$ cat src/rtl/dpc_pkg.sv
// Purpose: shared constants and types of the record pointer and command front end
// Assumes: AHB-Lite register access, one clock
// Notes:   byte address of each register is its index times four
package dpc_pkg;

    // ========================================================================
    // register indices (byte address = index * 4)
    localparam logic [7:0] IDX_BASE = 8'h00;
    localparam logic [7:0] IDX_WIN  = 8'h04;
    localparam logic [7:0] IDX_CMD  = 8'h08;
    localparam logic [7:0] IDX_CFG  = 8'h09;

    // ========================================================================
    // field layout
    localparam int         PTR_W       = 14;
    localparam int         CHAN_W      = 8;
    localparam int         WIN_PTR_LSB = 16;
    localparam int         CFG_RSD_BIT = 2;

    // ========================================================================
    // values after reset
    localparam logic [31:0] BASE_RST = 32'h0000_0000;
    localparam logic [7:0]  CHAN_RST = 8'h00;
    localparam logic        RSD_RST  = 1'b0;

    // ========================================================================
    // command codes
    localparam logic [7:0] CMD_WAKE  = 8'h04;
    localparam logic [7:0] CMD_SLEEP = 8'h08;
    localparam logic [7:0] CMD_CLEAR_SW_DONE_CMD = 8'h10;
    localparam logic [7:0] CMD_CLEAR_ERROR_CMD = 8'h20;
    localparam logic [7:0] CMD_CLEAR_MASKS_CMD = 8'h80;

    // ========================================================================
    // state codes as read back
    localparam logic [7:0] RD_NORMAL  = 8'h00;
    localparam logic [7:0] RD_STANDBY = 8'h01;
    localparam logic [7:0] RD_WAKE    = 8'h02;
    localparam logic [7:0] RD_SLEEP   = 8'h03;

    // ========================================================================
    // timing and bus encodings
    localparam logic [1:0] WAKE_CYCLES = 2'd3;
    localparam logic [2:0] HSIZE_BYTE  = 3'b000;
    localparam logic [2:0] HSIZE_HALF  = 3'b001;
    localparam logic [2:0] HSIZE_WORD  = 3'b010;

    // gray along standby -> wake -> normal -> sleep -> standby
    typedef enum logic [1:0] {
        ST_STANDBY = 2'b00,
        ST_WAKE    = 2'b01,
        ST_NORMAL  = 2'b11,
        ST_SLEEP   = 2'b10
    } dpc_state_t;

endpackage : dpc_pkg

$ cat src/rtl/dpc_regs.sv
// Purpose: record area base, channel pointer window and command/state register
// Assumes: AHB-Lite slave, single transfers, engine drives xfer_busy and requests
// Notes:   window reads insert one wait state for the pointer store read
//
// Implementation choice: register access over AHB-Lite.
`timescale 1ns/1ps
`default_nettype none
// What this block does
// RQ1: record address is base plus record offset, handed to the engine.
// RQ2: software writes zero to base bits 1:0.
// RQ3: software keeps records within 16 KB of base, in read-write memory.
// RQ4: software never programs base above 0xFFFFFFF0.
// RQ5: base set at initialisation; writes ignored while a transfer executes.
// RQ6: channel pointer window works only in the normal state; outside it, window reads still return the channel select.
// RQ7: byte write selects channel; halfword at bits 29:16 reads/writes pointer.
// RQ8: word write updates channel select and pointer together.
// RQ9: software writes zero to unused upper channel-select bits.
// RQ10: software keeps pointers word aligned and at most 0x3FF0.
// RQ11: pointer cached before use and reused for repeated requests.
// RQ12: changing read-skip-disable invalidates the pointer cache.
// RQ13: command register takes byte writes only; wider writes ignored.
// RQ14: command 0x04 starts standby to normal.
// RQ15: command 0x08 enters standby, clears done flags, sets all masks.
// RQ16: command 0x10 clears software-done flag and its interrupt.
// RQ17: command 0x20 clears error code, record pointer, stop flag, interrupt.
// RQ18: command 0x80 clears masks, ignored in normal-to-standby transition.
// RQ19: other command values are ignored.
// RQ20: reading command register returns state code 0..3, reset standby.
// RQ21: standby entry during a transfer forces it to end first.
// RQ22: window writes outside normal state are discarded.
module dpc_regs
    import dpc_pkg::*;
#(
    parameter int CH_NUM = 256
) (
    input  wire logic                 hclk,
    input  wire logic                 hresetn,
    input  wire logic                 hsel,
    input  wire logic [31:0]          haddr,
    input  wire logic [1:0]           htrans,
    input  wire logic                 hwrite,
    input  wire logic [2:0]           hsize,
    input  wire logic [31:0]          hwdata,
    input  wire logic                 hready,
    output logic                      hreadyout,
    output logic                      hresp,
    output logic      [31:0]          hrdata,
    input  wire logic                 xfer_busy,
    input  wire logic [PTR_W-1:0]     rec_offset,
    output logic      [31:0]          rec_addr,
    output logic                      abort_req,
    input  wire logic                 hw_req,
    input  wire logic [CHAN_W-1:0]    hw_req_chan,
    output logic                      hw_ptr_vld,
    output logic      [PTR_W-1:0]     hw_ptr,
    output logic                      clr_sw_done,
    output logic                      clr_hw_done,
    output logic                      clr_error,
    output logic                      set_masks,
    output logic                      clr_masks,
    output logic      [1:0]           state_code,
    output logic                      read_skip_disable
);

    localparam int AW = $clog2(CH_NUM);

    if (CH_NUM < 2 || CH_NUM > 256 || (CH_NUM & (CH_NUM - 1)) != 0)
    begin : g_bad_ch_num
        $error("CH_NUM must be a power of two from 2 to 256");
    end

    // byte enables of an AHB transfer
    function automatic logic [3:0] be_f(input logic [2:0] sz, input logic [1:0] lo);
        logic [3:0] be;
        be = 4'h0;
        if (sz == HSIZE_BYTE)
            be = 4'b0001 << lo;
        else if (sz == HSIZE_HALF)
            be = lo[1] ? 4'b1100 : 4'b0011;
        else if (sz == HSIZE_WORD)
            be = 4'b1111;
        return be;
    endfunction : be_f

    function automatic logic [7:0] code_f(input dpc_state_t st);
        logic [7:0] c;
        c = RD_STANDBY;
        unique case (st)
            ST_NORMAL:  c = RD_NORMAL;
            ST_STANDBY: c = RD_STANDBY;
            ST_WAKE:    c = RD_WAKE;
            ST_SLEEP:   c = RD_SLEEP;
        endcase
        return c;
    endfunction : code_f

    logic              a_vld_r;
    logic              a_wr_r;
    logic [7:0]        a_word_r;
    logic [1:0]        a_lo_r;
    logic [2:0]        a_size_r;
    logic              hready_r;
    logic [3:0]        be;
    logic              wr_go;
    logic              hit_base;
    logic              hit_win;
    logic              hit_cmd;
    logic              hit_cfg;
    logic              cmd_go;
    logic              cfg_go;
    logic              rsd_chg;
    logic [7:0]        cmd_val;
    logic [31:0]       base_r;
    logic [31:0]       rec_addr_r;
    logic [CHAN_W-1:0] chan_sel_r;
    logic              rsd_r;
    logic              ptr_we;
    logic [PTR_W-1:0]  mem_a_q;
    logic [PTR_W-1:0]  mem_b_q;
    logic [AW-1:0]     mem_b_addr;
    logic [AW-1:0]     ptr_waddr;
    logic [7:0]        state_rd;
    logic [1:0]        wake_cnt_r;
    logic              sleep_go;
    dpc_state_t        state_r;

    // ========================================================================
    // bus address phase capture
    always_ff @(posedge hclk or negedge hresetn)
    begin
        if (!hresetn)
        begin
            a_vld_r  <= 1'b0;
            a_wr_r   <= 1'b0;
            a_word_r <= 8'h00;
            a_lo_r   <= 2'b00;
            a_size_r <= HSIZE_BYTE;
        end
        else if (hready)
        begin
            a_vld_r  <= hsel && htrans[1];
            a_wr_r   <= hwrite;
            a_word_r <= haddr[9:2];
            a_lo_r   <= haddr[1:0];
            a_size_r <= hsize;
        end
    end

    // one wait state on window reads so the store's registered read lands
    always_ff @(posedge hclk or negedge hresetn)
    begin
        if (!hresetn)
            hready_r <= 1'b1;
        else if (hready && hsel && htrans[1] && !hwrite && haddr[9:2] == IDX_WIN)
            hready_r <= 1'b0;
        else
            hready_r <= 1'b1;
    end

    assign hreadyout = hready_r;
    assign hresp     = 1'b0;

    // data phase decode
    assign be       = be_f(a_size_r, a_lo_r);
    assign wr_go    = a_vld_r && a_wr_r && hready;
    assign hit_base = a_word_r == IDX_BASE;
    assign hit_win  = a_word_r == IDX_WIN;
    assign hit_cmd  = a_word_r == IDX_CMD;
    assign hit_cfg  = a_word_r == IDX_CFG;
    assign cmd_val  = hwdata[7:0];
    assign cmd_go   = wr_go && hit_cmd && be == 4'b0001 && a_size_r == HSIZE_BYTE; // [RQ13]
    assign cfg_go   = wr_go && hit_cfg && be == 4'b0001 && a_size_r == HSIZE_BYTE;
    assign rsd_chg  = cfg_go && (hwdata[CFG_RSD_BIT] != rsd_r);
    assign sleep_go = cmd_go && cmd_val == CMD_SLEEP && state_r == ST_NORMAL;

    // read mux; unmapped words read zero
    always_comb
    begin
        hrdata = 32'h0;
        if (a_vld_r && !a_wr_r)
        begin
            if (hit_base)
                hrdata = base_r;
            else if (hit_win && state_r == ST_NORMAL)           // [RQ6]
                hrdata = {2'b00, mem_a_q, 8'h00, chan_sel_r};   // [RQ7]
            else if (hit_win)
                hrdata = {24'h0, chan_sel_r};
            else if (hit_cmd)
                hrdata = {24'h0, state_rd};                     // [RQ20]
            else if (hit_cfg)
                hrdata = {29'h0, rsd_r, 2'b00};
        end
    end

    // ========================================================================
    // record area base; frozen while the engine moves data
    always_ff @(posedge hclk or negedge hresetn)
    begin
        if (!hresetn)
            base_r <= BASE_RST;
        else if (wr_go && hit_base && !xfer_busy)               // [RQ5]
        begin
            for (int i = 0; i < 4; i++)
            begin
                if (be[i])
                    base_r[8*i +: 8] <= hwdata[8*i +: 8];
            end
        end
    end

    // record address, registered so the engine sees a clean sum
    always_ff @(posedge hclk or negedge hresetn)
    begin
        if (!hresetn)
            rec_addr_r <= BASE_RST;
        else
            rec_addr_r <= base_r + {18'h0, rec_offset};         // [RQ1]
    end

    assign rec_addr = rec_addr_r;

    // ========================================================================
    // channel pointer window; locked outside the normal state
    always_ff @(posedge hclk or negedge hresetn)
    begin
        if (!hresetn)
            chan_sel_r <= CHAN_RST;
        else if (wr_go && hit_win && state_r == ST_NORMAL && be[0]) // [RQ22]
            chan_sel_r <= hwdata[CHAN_W-1:0];                   // [RQ7] [RQ8]
    end

    assign ptr_we = wr_go && hit_win && state_r == ST_NORMAL && be[2] && be[3]; // [RQ8]

    // a word write lands on the channel it selects, not the previous one
    assign ptr_waddr = be[0] ? hwdata[AW-1:0] : chan_sel_r[AW-1:0];         // [RQ8]

    dpc_ptr_mem #(
        .DEPTH (CH_NUM),
        .AW    (AW),
        .DW    (PTR_W)
    ) u_mem (
        .hclk    (hclk),
        .hresetn (hresetn),
        .we      (ptr_we),
        .waddr   (ptr_waddr),
        .wdata   (hwdata[WIN_PTR_LSB +: PTR_W]),
        .raddr_a (chan_sel_r[AW-1:0]),
        .rdata_a (mem_a_q),
        .raddr_b (mem_b_addr),
        .rdata_b (mem_b_q)
    );

    // read-skip-disable; any change drops the cached pointer
    always_ff @(posedge hclk or negedge hresetn)
    begin
        if (!hresetn)
            rsd_r <= RSD_RST;
        else if (cfg_go)
            rsd_r <= hwdata[CFG_RSD_BIT];
    end

    assign read_skip_disable = rsd_r;

    dpc_ptr_cache #(
        .AW (AW)
    ) u_cache (
        .hclk       (hclk),
        .hresetn    (hresetn),
        .req        (hw_req),
        .req_chan   (hw_req_chan[AW-1:0]),
        .bypass     (rsd_r),
        .invalidate (rsd_chg),                                  // [RQ12]
        .mem_addr   (mem_b_addr),
        .mem_data   (mem_b_q),
        .ptr_vld    (hw_ptr_vld),
        .ptr        (hw_ptr)
    );

    // ========================================================================
    // operating state
    always_ff @(posedge hclk or negedge hresetn)
    begin
        if (!hresetn)
            state_r <= ST_STANDBY;
        else
        begin
            unique case (state_r)
                ST_STANDBY:
                    if (cmd_go && cmd_val == CMD_WAKE)
                        state_r <= ST_WAKE;                     // [RQ14]
                ST_WAKE:
                    if (wake_cnt_r == WAKE_CYCLES - 2'd1)
                        state_r <= ST_NORMAL;
                ST_NORMAL:
                    if (sleep_go)
                        state_r <= ST_SLEEP;                    // [RQ15]
                ST_SLEEP:
                    if (!xfer_busy)
                        state_r <= ST_STANDBY;                  // [RQ21]
            endcase
        end
    end

    // wake settle counter
    always_ff @(posedge hclk or negedge hresetn)
    begin
        if (!hresetn)
            wake_cnt_r <= 2'd0;
        else if (state_r == ST_WAKE)
            wake_cnt_r <= wake_cnt_r + 2'd1;
        else
            wake_cnt_r <= 2'd0;
    end

    // engine must cut the running transfer and close its record
    assign abort_req  = state_r == ST_SLEEP && xfer_busy;      // [RQ21]
    assign state_rd   = code_f(state_r);
    assign state_code = state_rd[1:0];

    // command side effects, one-cycle pulses; unknown codes do nothing [RQ19]
    always_ff @(posedge hclk or negedge hresetn)
    begin
        if (!hresetn)
        begin
            clr_sw_done <= 1'b0;
            clr_hw_done <= 1'b0;
            clr_error   <= 1'b0;
            set_masks   <= 1'b0;
            clr_masks   <= 1'b0;
        end
        else
        begin
            clr_sw_done <= sleep_go || (cmd_go && cmd_val == CMD_CLEAR_SW_DONE_CMD); // [RQ15] [RQ16]
            clr_hw_done <= sleep_go;                                     // [RQ15]
            set_masks   <= sleep_go;                                     // [RQ15]
            clr_error   <= cmd_go && cmd_val == CMD_CLEAR_ERROR_CMD;               // [RQ17]
            clr_masks   <= cmd_go && cmd_val == CMD_CLEAR_MASKS_CMD && state_r != ST_SLEEP; // [RQ18]
        end
    end

    // ========================================================================
    // checks
    AST_REC_ADDR: assert property (@(posedge hclk) disable iff (!hresetn) // [RQ1]
        1'b1 |=> rec_addr_r == $past(base_r) + {18'h0, $past(rec_offset)})
        else $error("record address is not base plus offset");

    AST_BASE_FROZEN: assert property (@(posedge hclk) disable iff (!hresetn) // [RQ5]
        xfer_busy |=> $stable(base_r))
        else $error("base changed during a transfer");

    AST_WIN_LOCKED: assert property (@(posedge hclk) disable iff (!hresetn) // [RQ22]
        (state_r != ST_NORMAL) |-> !ptr_we ##1 $stable(chan_sel_r))
        else $error("window written outside normal state");

    AST_WORD_BOTH: assert property (@(posedge hclk) disable iff (!hresetn) // [RQ8]
        (wr_go && hit_win && be == 4'b1111 && state_r == ST_NORMAL)
        |-> ptr_we && ptr_waddr == hwdata[AW-1:0] ##1 chan_sel_r == $past(hwdata[CHAN_W-1:0]))
        else $error("word write did not update select and pointer");

    AST_CMD_BYTE_ONLY: assert property (@(posedge hclk) disable iff (!hresetn) // [RQ13]
        (wr_go && hit_cmd && a_size_r != HSIZE_BYTE)
        |=> !(clr_sw_done || clr_error || clr_masks || set_masks))
        else $error("wide write to command register acted");

    AST_WAKE: assert property (@(posedge hclk) disable iff (!hresetn) // [RQ14]
        (cmd_go && cmd_val == CMD_WAKE && state_r == ST_STANDBY)
        |=> (state_r == ST_WAKE)[*3] ##1 state_r == ST_NORMAL)
        else $error("standby release sequence wrong");

    AST_SLEEP: assert property (@(posedge hclk) disable iff (!hresetn) // [RQ15]
        sleep_go |=> state_r == ST_SLEEP && clr_sw_done && clr_hw_done && set_masks)
        else $error("standby entry effects missing");

    AST_CLEAR_SW_DONE_CMD: assert property (@(posedge hclk) disable iff (!hresetn) // [RQ16]
        (cmd_go && cmd_val == CMD_CLEAR_SW_DONE_CMD) |=> clr_sw_done && !clr_error)
        else $error("software-done clear not issued");

    AST_CLEAR_ERROR_CMD: assert property (@(posedge hclk) disable iff (!hresetn) // [RQ17]
        (cmd_go && cmd_val == CMD_CLEAR_ERROR_CMD) |=> clr_error && !clr_sw_done)
        else $error("error clear not issued");

    AST_CLEAR_MASKS_CMD_SLEEP: assert property (@(posedge hclk) disable iff (!hresetn) // [RQ18]
        (cmd_go && cmd_val == CMD_CLEAR_MASKS_CMD) |=> clr_masks == ($past(state_r) != ST_SLEEP))
        else $error("mask clear wrong for state");

    AST_STATE_READ: assert property (@(posedge hclk) disable iff (!hresetn) // [RQ20]
        (a_vld_r && !a_wr_r && hit_cmd) |-> hrdata[31:2] == 30'h0)
        else $error("command register read out of range");

    AST_SLEEP_WAIT: assert property (@(posedge hclk) disable iff (!hresetn) // [RQ21]
        (state_r == ST_SLEEP && xfer_busy) |-> abort_req ##1 state_r == ST_SLEEP)
        else $error("standby entered while transfer running");

endmodule : dpc_regs
`default_nettype wire

$ cat src/rtl/dpc_ptr_mem.sv
// Purpose: per-channel record pointer store, one write and two read ports
// Assumes: single clock, read data registered
// Notes:   array holds no reset; pointers are undefined until written
`timescale 1ns/1ps
`default_nettype none
module dpc_ptr_mem #(
    parameter int DEPTH = 256,
    parameter int AW    = 8,
    parameter int DW    = 14
) (
    input  wire logic          hclk,
    input  wire logic          hresetn,
    input  wire logic          we,
    input  wire logic [AW-1:0] waddr,
    input  wire logic [DW-1:0] wdata,
    input  wire logic [AW-1:0] raddr_a,
    output logic      [DW-1:0] rdata_a,
    input  wire logic [AW-1:0] raddr_b,
    output logic      [DW-1:0] rdata_b
);

    logic [DW-1:0] mem_r [DEPTH];

    // ========================================================================
    // storage, no reset so it maps onto plain ram
    always_ff @(posedge hclk)
    begin
        if (we)
        begin
            mem_r[waddr] <= wdata;
        end
    end

    // registered reads; a same-cycle write is seen one cycle later
    always_ff @(posedge hclk or negedge hresetn)
    begin
        if (!hresetn)
        begin
            rdata_a <= '0;
            rdata_b <= '0;
        end
        else
        begin
            rdata_a <= mem_r[raddr_a];
            rdata_b <= mem_r[raddr_b];
        end
    end

endmodule : dpc_ptr_mem
`default_nettype wire

$ cat src/rtl/dpc_ptr_cache.sv
// Purpose: one-entry cache of the last hardware channel pointer used
// Assumes: one request outstanding at a time
// Notes:   miss answers in two cycles, hit in one
`timescale 1ns/1ps
`default_nettype none
module dpc_ptr_cache
    import dpc_pkg::*;
#(
    parameter int AW = 8
) (
    input  wire logic             hclk,
    input  wire logic             hresetn,
    input  wire logic             req,
    input  wire logic [AW-1:0]    req_chan,
    input  wire logic             bypass,
    input  wire logic             invalidate,
    output logic      [AW-1:0]    mem_addr,
    input  wire logic [PTR_W-1:0] mem_data,
    output logic                  ptr_vld,
    output logic      [PTR_W-1:0] ptr
);

    logic             cvld_r;
    logic [AW-1:0]    cchan_r;
    logic [PTR_W-1:0] cptr_r;
    logic             pend_r;
    logic             hit;

    // ========================================================================
    // lookup
    assign mem_addr = req_chan;
    assign hit      = req && !pend_r && cvld_r && !bypass && (cchan_r == req_chan);

    // answer from cache or from the store one cycle after the miss
    always_ff @(posedge hclk or negedge hresetn)
    begin
        if (!hresetn)
        begin
            pend_r  <= 1'b0;
            ptr_vld <= 1'b0;
            ptr     <= '0;
        end
        else
        begin
            ptr_vld <= 1'b0;
            if (pend_r)
            begin
                pend_r  <= 1'b0;
                ptr_vld <= 1'b1;
                ptr     <= mem_data;            // [RQ11]
            end
            else if (hit)
            begin
                ptr_vld <= 1'b1;
                ptr     <= cptr_r;              // [RQ11]
            end
            else if (req)
            begin
                pend_r <= 1'b1;
            end
        end
    end

    // fill on miss; invalidate wins since the fetched copy may be stale
    always_ff @(posedge hclk or negedge hresetn)
    begin
        if (!hresetn)
        begin
            cvld_r  <= 1'b0;
            cptr_r  <= '0;
        end
        else if (invalidate)
        begin
            cvld_r <= 1'b0;                     // [RQ12]
        end
        else if (pend_r && !bypass)
        begin
            cvld_r <= 1'b1;                     // [RQ11]
            cptr_r <= mem_data;
        end
    end

    // tag follows every miss, even one meeting an invalidate, so a fill never pairs a stale tag
    always_ff @(posedge hclk or negedge hresetn)
    begin
        if (!hresetn)
            cchan_r <= '0;
        else if (req && !pend_r && !hit)
            cchan_r <= req_chan;                // [RQ11]
    end

    // ========================================================================
    // checks
    AST_ANSWER_TIME: assert property (@(posedge hclk) disable iff (!hresetn) // [RQ11]
        (req && !pend_r) |-> ##[1:2] ptr_vld)
        else $error("pointer request not answered within two cycles");

    AST_INVALIDATE: assert property (@(posedge hclk) disable iff (!hresetn) // [RQ12]
        invalidate |=> !cvld_r)
        else $error("pointer cache still valid after invalidate");

endmodule : dpc_ptr_cache
`default_nettype wire

$ cat config.mk
export PLATFORM = sky130hd
export DESIGN_NAME = dpc_regs
export DESIGN_NICKNAME = d
export VERILOG_FILES = /design/src/rtl/dpc_pkg.sv /design/src/rtl/dpc_regs.sv /design/src/rtl/dpc_ptr_mem.sv /design/src/rtl/dpc_ptr_cache.sv
export SDC_FILE = /design/constraint.sdc
export NUM_CORES = 2
export LEC_CHECK = 0
export BUFFER_PORTS_ARGS = -buffer_cell sky130_fd_sc_hd__buf_2
export CAP_MARGIN = 25
export CORE_MARGIN = 2
export CORE_UTILIZATION = 50
export CTS_CLUSTER_SIZE = 8
export DETAILED_ROUTE_END_ITERATION = 10
export PLACE_DENSITY = 0.68
export SLEW_MARGIN = 10
export SYNTH_ARGS = -nofsm -noshare
export SYNTH_HDL_FRONTEND = slang
export SYNTH_HIERARCHICAL = 1
export SYNTH_SLANG_ARGS = --single-unit
$ cat constraint.sdc
create_clock -name hclk -period 3.34 [get_ports hclk]
set_input_delay 0.167 -clock hclk [delete_from_list [all_inputs] [get_ports hclk]]
set_output_delay 0.167 -clock hclk [all_outputs]
set_load 0.005 [all_outputs]
=== After elaboration in Yosys (flattened, before gate mapping) ===
Memory sizes are Yosys's and may differ from the RTL's. A register that Yosys moved wholly into a read port is not among the register bits.
Cells that the tools add are included.

* Add/subtract/negate cells: 2
* Bitwise logic cells: 1
* Multiplexer cells: 30
* Eq/ne operators: 23
* Shift-type cells: 1
* Reductions and logical operators: 57

{| class="wikitable"
|+ Operator list
! operator !! number
|-
| 2-to-1 mux 32 bit || 2
|-
| logical AND 1 bit || 37
|-
| adder 32 x 14 -> 32 bit || 1
|-
| case mux 8 bit (4 select lines) || 1
|-
| 2-to-1 mux 30 bit || 1
|-
| 2-to-1 mux 14 bit || 2
|-
| equality test 8 x 3 -> 1 bit (second input constant) || 3
|-
| equality test 8 x 4 -> 1 bit (second input constant) || 3
|-
| 2-to-1 mux 8 bit || 3
|-
| 2-to-1 mux 4 bit || 4
|-
| 2-to-1 mux 1 bit || 10
|-
| 2-to-1 mux 2 bit || 5
|-
| inequality test 2 bit (second input constant) || 5
|-
| AND reduction 2 bit || 5
|-
| equality test 8 x 5 -> 1 bit (second input constant) || 1
|-
| equality test 8 x 6 -> 1 bit (second input constant) || 1
|-
| equality test 8 bit || 1
|-
| equality test 8 bit (second input constant) || 1
|-
| logical NOT 1 bit || 8
|-
| logical NOT 8 bit || 1
|-
| case mux 2 bit (4 select lines) || 1
|-
| equality test 2 bit (second input constant) || 3
|-
| equality test 4 x 1 -> 1 bit (second input constant) || 1
|-
| AND reduction 4 bit || 1
|-
| other kinds (12) || 13
|}

* Output and inout port bits: 90
* Logic and storage cells: 140
* Memories kept: 1
* Bits in writable memories: 3,584
* Flip-flop bits (word level): 136

{| class="wikitable"
|+ Memories
! name !! words !! width !! rd ports !! clocked after memory_dff !! write ports !! RTL line !! text
|-
| u_mem.mem_r || 256 || 14 || 2 || 2 || 1 || dpc_ptr_mem.sv:22 || <nowiki>logic [DW-1:0] mem_r [DEPTH];</nowiki>
|}

=== Longest topological paths before layout ===
* Depth in word-level cells: 11
* Gate-level depth with buffers: 12

=== Modules after synthesis ===
The synthesis kept the hierarchy.

{| class="wikitable"
|+ Modules (own cells, without submodules)
! module !! sequential area each (µm²) !! times used !! area an instance (µm²) !! cells each
|-
| dpc_ptr_mem || 108,323.9 || 1 || 166,079.3 || 8,555
|-
| dpc_regs || 2,428.6 || 1 || 5,101.1 || 476
|-
| dpc_ptr_cache || 975.9 || 1 || 1,964.4 || 161
|}

=== Least setup slack after synthesis ===
OpenSTA, ideal clock, no wires.

* Path type: register -> register
* Start point: register a_word_r[5]
* End point: memory u_mem.mem_r[216][0] (enable)
* Setup time: 384 ps
* Arrival time: 3,106 ps
* Cell stages (with the launch flop): 11
* Setup slack: -150 ps
* Path buffers: 3
* Path through: dfrtp_1 nor4_4 nand2_2 nor3_4 nand2_1 nor4_1 clkbuf_1 clkbuf_1 nand3_1 clkbuf_1 nor2_1

* Longest elaborated chain between the ends: 7

{| class="wikitable"
|+ Ends and longest elaborated chain
! item !! RTL line !! text
|-
| from (decl) || dpc_regs.sv:99 || <nowiki>logic [7:0] a_word_r;</nowiki>
|-
| from (signal assigned) || dpc_regs.sv:143 || <nowiki>a_word_r <= haddr[9:2];</nowiki>
|-
| equality test 8 x 3 -> 1 bit || dpc_regs.sv:167 || <nowiki>assign hit_win = a_word_r == IDX_WIN;</nowiki>
|-
| logical AND 1 bit (4 in a row) || dpc_regs.sv:232 || <nowiki>assign ptr_we = wr_go && hit_win && state_r == ST_NORMAL && be[2] && be[3];</nowiki>
|-
| named net ptr_we || dpc_regs.sv:117 || <nowiki>logic ptr_we;</nowiki>
|-
| 2-to-1 mux 1 bit || dpc_ptr_mem.sv:28 || <nowiki>if (we)</nowiki>
|-
| 2-to-1 mux 1 bit (not written as such) || dpc_ptr_mem.sv:30 || <nowiki>mem_r[waddr] <= wdata;</nowiki>
|-
| to (decl) || dpc_ptr_mem.sv:22 ||
|}

The timed path passes the listed nets, and every way through them passes these cells.

==> results.md <==
* Status: finished with violations
* Violated checks: negative setup slack
* Die Width at 592.5 um
* Asr flop ratio synth at 4.376%
* Hold Startpoint: rec_offset[6]
* Lkg Pwr at 68.07 nW
* Switching Share at 22.62%
* YS warnings at 6
* Routed wire length at 592800 um
* Fin nets at 10700
* Initial core utilization at 50.13%
* P_int at about 84 mW
* GRT Util Overall at between 30% and 40%
* Fin cells at ~15000
* Clock transition at path regs at 50 ps
* Setup-failing EPs final at 7
* Slowest stage delay, CP at 530 ps
* Layout cell share with drive strength beyond 1 at 36.23%
* Synthesized cell area at 173100 um^2
* Max transition margin at a little over a fifth
* Distinct cells, synth at 92
* Reg-to-Reg End: u_mem/rdata_a[0]$_DFF_PN0_
* Ports at 188
* Top FF cell, synth: edfxtp_1
* Full die area at 351000 um^2
* Critical Path End Type: flip-flop
* CP Launch Type: flip-flop
* Post-route clock period utilization at 103.5%
* Worst Hold End: rec_addr[6]$_DFF_PN0_
* Post-synth EDFFs at 3584
* Placer congestion estimate at 0.9816
* RSZ-0062 raised after global routing: true
* Count leader, synth: edfxtp_1
* R2R depth at 9
* Top cell type's share of synthesized area at 62.16%
* Critical Path Most Common Cell: buf_16
* Power Total at 108.1 mW
* Reg power frac at just under 50%
* Net Count, Synth at 9310
* Max rail drop VDD at around 490 uV
* Mapped Avg Cell Area at 18.84 um^2
* Crit-path slowest cell: dfrtp_4
* FF+latch count, synth at ~3700
* Clk network pwr share at 46.0%
* R2r setup slk at -120 ps
* Syn Inst Count at 9192
* Core ar. at 345400 um^2
* Slew at the pin closest to its max-slew limit at 1178 ps
* Area grow syn2layout at 19.60%
* CTS Root Cell: clkbuf_16
* Via count of the first global-routing pass at 109300
* Crit path DAT at 4410 ps
* Post-route DRC violation count at 0
* Final Max Tran Viols at 0
* Peak Freq at 289.2 MHz
* Hold Fails Final Rpt at 0
* CP required at 4290 ps
* Clock Path Buffers at 4
* DRT iter0 DRCs at 17050
* Remaining Overflow, GRT at 0
* Initial antenna violation count at 30
* Die height at 592.5 um
* H-tree depth at 6
* Max-cap violations at 0
* Fillers at between 20000 and 25000
* DPL Wire Length at around 390000 um
* Most frequent cells after synthesis: edfxtp_1 (3584), mux4_2 (1509), a22oi_1 (581)
* Comb pwr share at 5.9%
* Final worst setup slack at -117.6 ps
* CTS tree: yes
* Hold Path Cell Cnt at 4
* Post-DRT Antenna Nets at 0
* Post-route minimum period at 3458 ps
* Crit-path cells: buf_16 > buf_16 > mux4_2 > a22oi_1 > nand2_1 > a22o_1 > nor3_2 > buf_4 > nor4_1
* Reg2reg start: chan_sel_r[0]$_DFFE_PN0P_
* Post-Place Cells at 14470
* CTS buffer count at 540
* PD cells at between 500 and 600 nW/um^2
* Top cell type by total area after synthesis: edfxtp_1
* DR vias at 109900
* Row count at around 220
* IO buf count at about 160
* P_sw at 24.44 mW
* Synth area leaders: edfxtp_1 (62%), mux4_2 (20%), a22oi_1 (2.5%), mux2i_1 (2.5%), dfrtp_1 (2.4%)
* Clk sinks at around 3700
* DR vias/cell at 7.173
* WS Path Type: reg -> reg
* Clock Latency Late Sink at between 1000 and 1500 ps
* Setup Skew at 68.70 ps
* Avg WL per Cell at approximately 39 um
* Seq/Total Area, Yosys at 64.53%
* DR pass1 iterations at 8
* Max FO, Critical Path at 24
* Min-Delay Path Class: in -> reg
* Largest net degree at the start of global routing at 132
* First-pass GRT wire length at 827300 um
==> repair_timing <==
item | 4_1_cts | 5_1_grt
pin swaps | 0 | 4
endpoints found under the hold margin | 2243 | 0
endpoints found under the setup margin | 277 | 51
hold buffers | 137 | 0
resized for setup | 27 | 29
gates cloned | 0 | 2
buffers inserted | 0 | 9
==> state kept, by name (all words and copies together) (netlist names), 2 cells and up <==
signal	flops
a_lo_r	2
a_size_r	3
a_word_r	8
base_r	32
chan_sel_r	8
rec_addr	32
state_r	2
u_cache/cchan_r	8
u_cache/cptr_r	14
u_cache/ptr	14
u_mem/mem_r	3584
u_mem/rdata_a	14
u_mem/rdata_b	14
wake_cnt_r	2
==> per-layer routing <==
layer	track usage (%)	vias to the layer above	wire (um)
li1	-	42370	-
met1	44.42	57420	207600
met2	50.91	8662	271200
met3	10.09	1480	81400
met4	15.93	16	32560
met5	0	-	105
==> worst max-delay path: cells and delay by family, from the launching register on <==
kind	cells	cell delay [ps]
buffers and inverters	3	770
and+or+nand+nor	3	690
DFF	1	530
AOI/OAI and AO/OA	2	720
muxes	1	530
==> stage by stage <==
step	hold WS (ps)	setup TNS, ps	util [%]	setup WS (ps)	area [um^2]
2_1_floorplan	-128.6	-199180	-	-150.2	173100
3_3_place_gp	314.7	-38730	55.10	-420.8	190300
3_5_place_dp	322.9	-34270	55.11	-364.3	190300
4_1_cts	14.41	0	59.86	3.555	206800
5_1_grt	89.69	-7.589	59.95	-5.447	207100
6_report	87.85	-306.7	59.96	-117.6	207100
==> layout by cell type (no fill, tap or decap), types with 21 or more instances in the layout <==
cell type      netlist  routed
buf_12              21     378
a211oi_1            61      55
o2bb2ai_1           27      27
mux4_2            1509    1509
nor4_2               0      27
mux2i_1            428     428
nor2_1             340     321
mux2_2             139     139
nand3_1             43      39
inv_6                0      21
a22o_1              68      68
edfxtp_1          3584    3584
clkbuf_1           320      95
nand2_1            183     178
o221ai_1           151     151
a221oi_1           108     108
inv_1               22      22
a21oi_1            275     274
clkbuf_16            0     548
nor3_1              57      42
a21boi_0            24      24
o21ai_0             68      68
buf_4              115     926
nor4_1              90      61
a22oi_1            581     577
buf_2              194     144
o22ai_1            115     115
nor2b_1             51      41
dlygate4sd3_1        0     136
dfrtp_1            163     159
a31oi_1             33      33
==> cells by family after synthesis <==
family | share of synthesized area, %
compound gates | 6.738
xor+xnor | 0.1922
fa+ha+maj | 0.1489
buf+inv | 2.702
flops | 64.53
mux | 23.20
other cells | 0.002166
simple gates | 2.487
==> worst max-delay path by stage <==
stage	from	to	slack, ps	cells past startpoint
after floorplan	a_word_r[5]$_DFFE_PN0P_	u_mem/mem_r[216][0]$_DFFE_PP_	-150	10
after global placement	chan_sel_r[0]$_DFFE_PN0P_	u_mem/rdata_a[5]$_DFF_PN0_	-420	8
after detailed placement	chan_sel_r[0]$_DFFE_PN0P_	u_mem/rdata_a[5]$_DFF_PN0_	-360	8
after CTS	chan_sel_r[0]$_DFFE_PN0P_	u_mem/rdata_a[9]$_DFF_PN0_	4	9
after global routing	chan_sel_r[0]$_DFFE_PN0P_	u_mem/rdata_a[4]$_DFF_PN0_	-5	10
final	chan_sel_r[0]$_DFFE_PN0P_	u_mem/rdata_a[0]$_DFF_PN0_	-120	9
==> layout make-up <==
type | instances | area, um^2 | share of cell area, %
multi-input combinational | 4649 | 57370 | 27.70
inverter | 24 | 90.09 | 0.04350
tap | 4578 | 5728 | 2.766
timing repair buffer | 1617 | 17210 | 8.312
sequential | 3748 | 111700 | 53.96
clock inverter | 57 | 883.3 | 0.4266
antenna | 14 | 35.03 | 0.01692
clock buffer | 641 | 14020 | 6.770
==> power by group through the flow <==
stage | sequential [mW] | combinational (mW) | clock (mW)
3_5_place_dp | 52.8 | 6.06 | 0
3_3_place_gp | 52.8 | 5.96 | 0
6_report | 52.0 | 6.38 | 49.7
4_1_cts | 51.9 | 6.21 | 50.0
5_1_grt | 51.9 | 6.57 | 51.9
2_1_floorplan | 52.7 | 2.87 | 0
(Power assumes the default switching activity.)
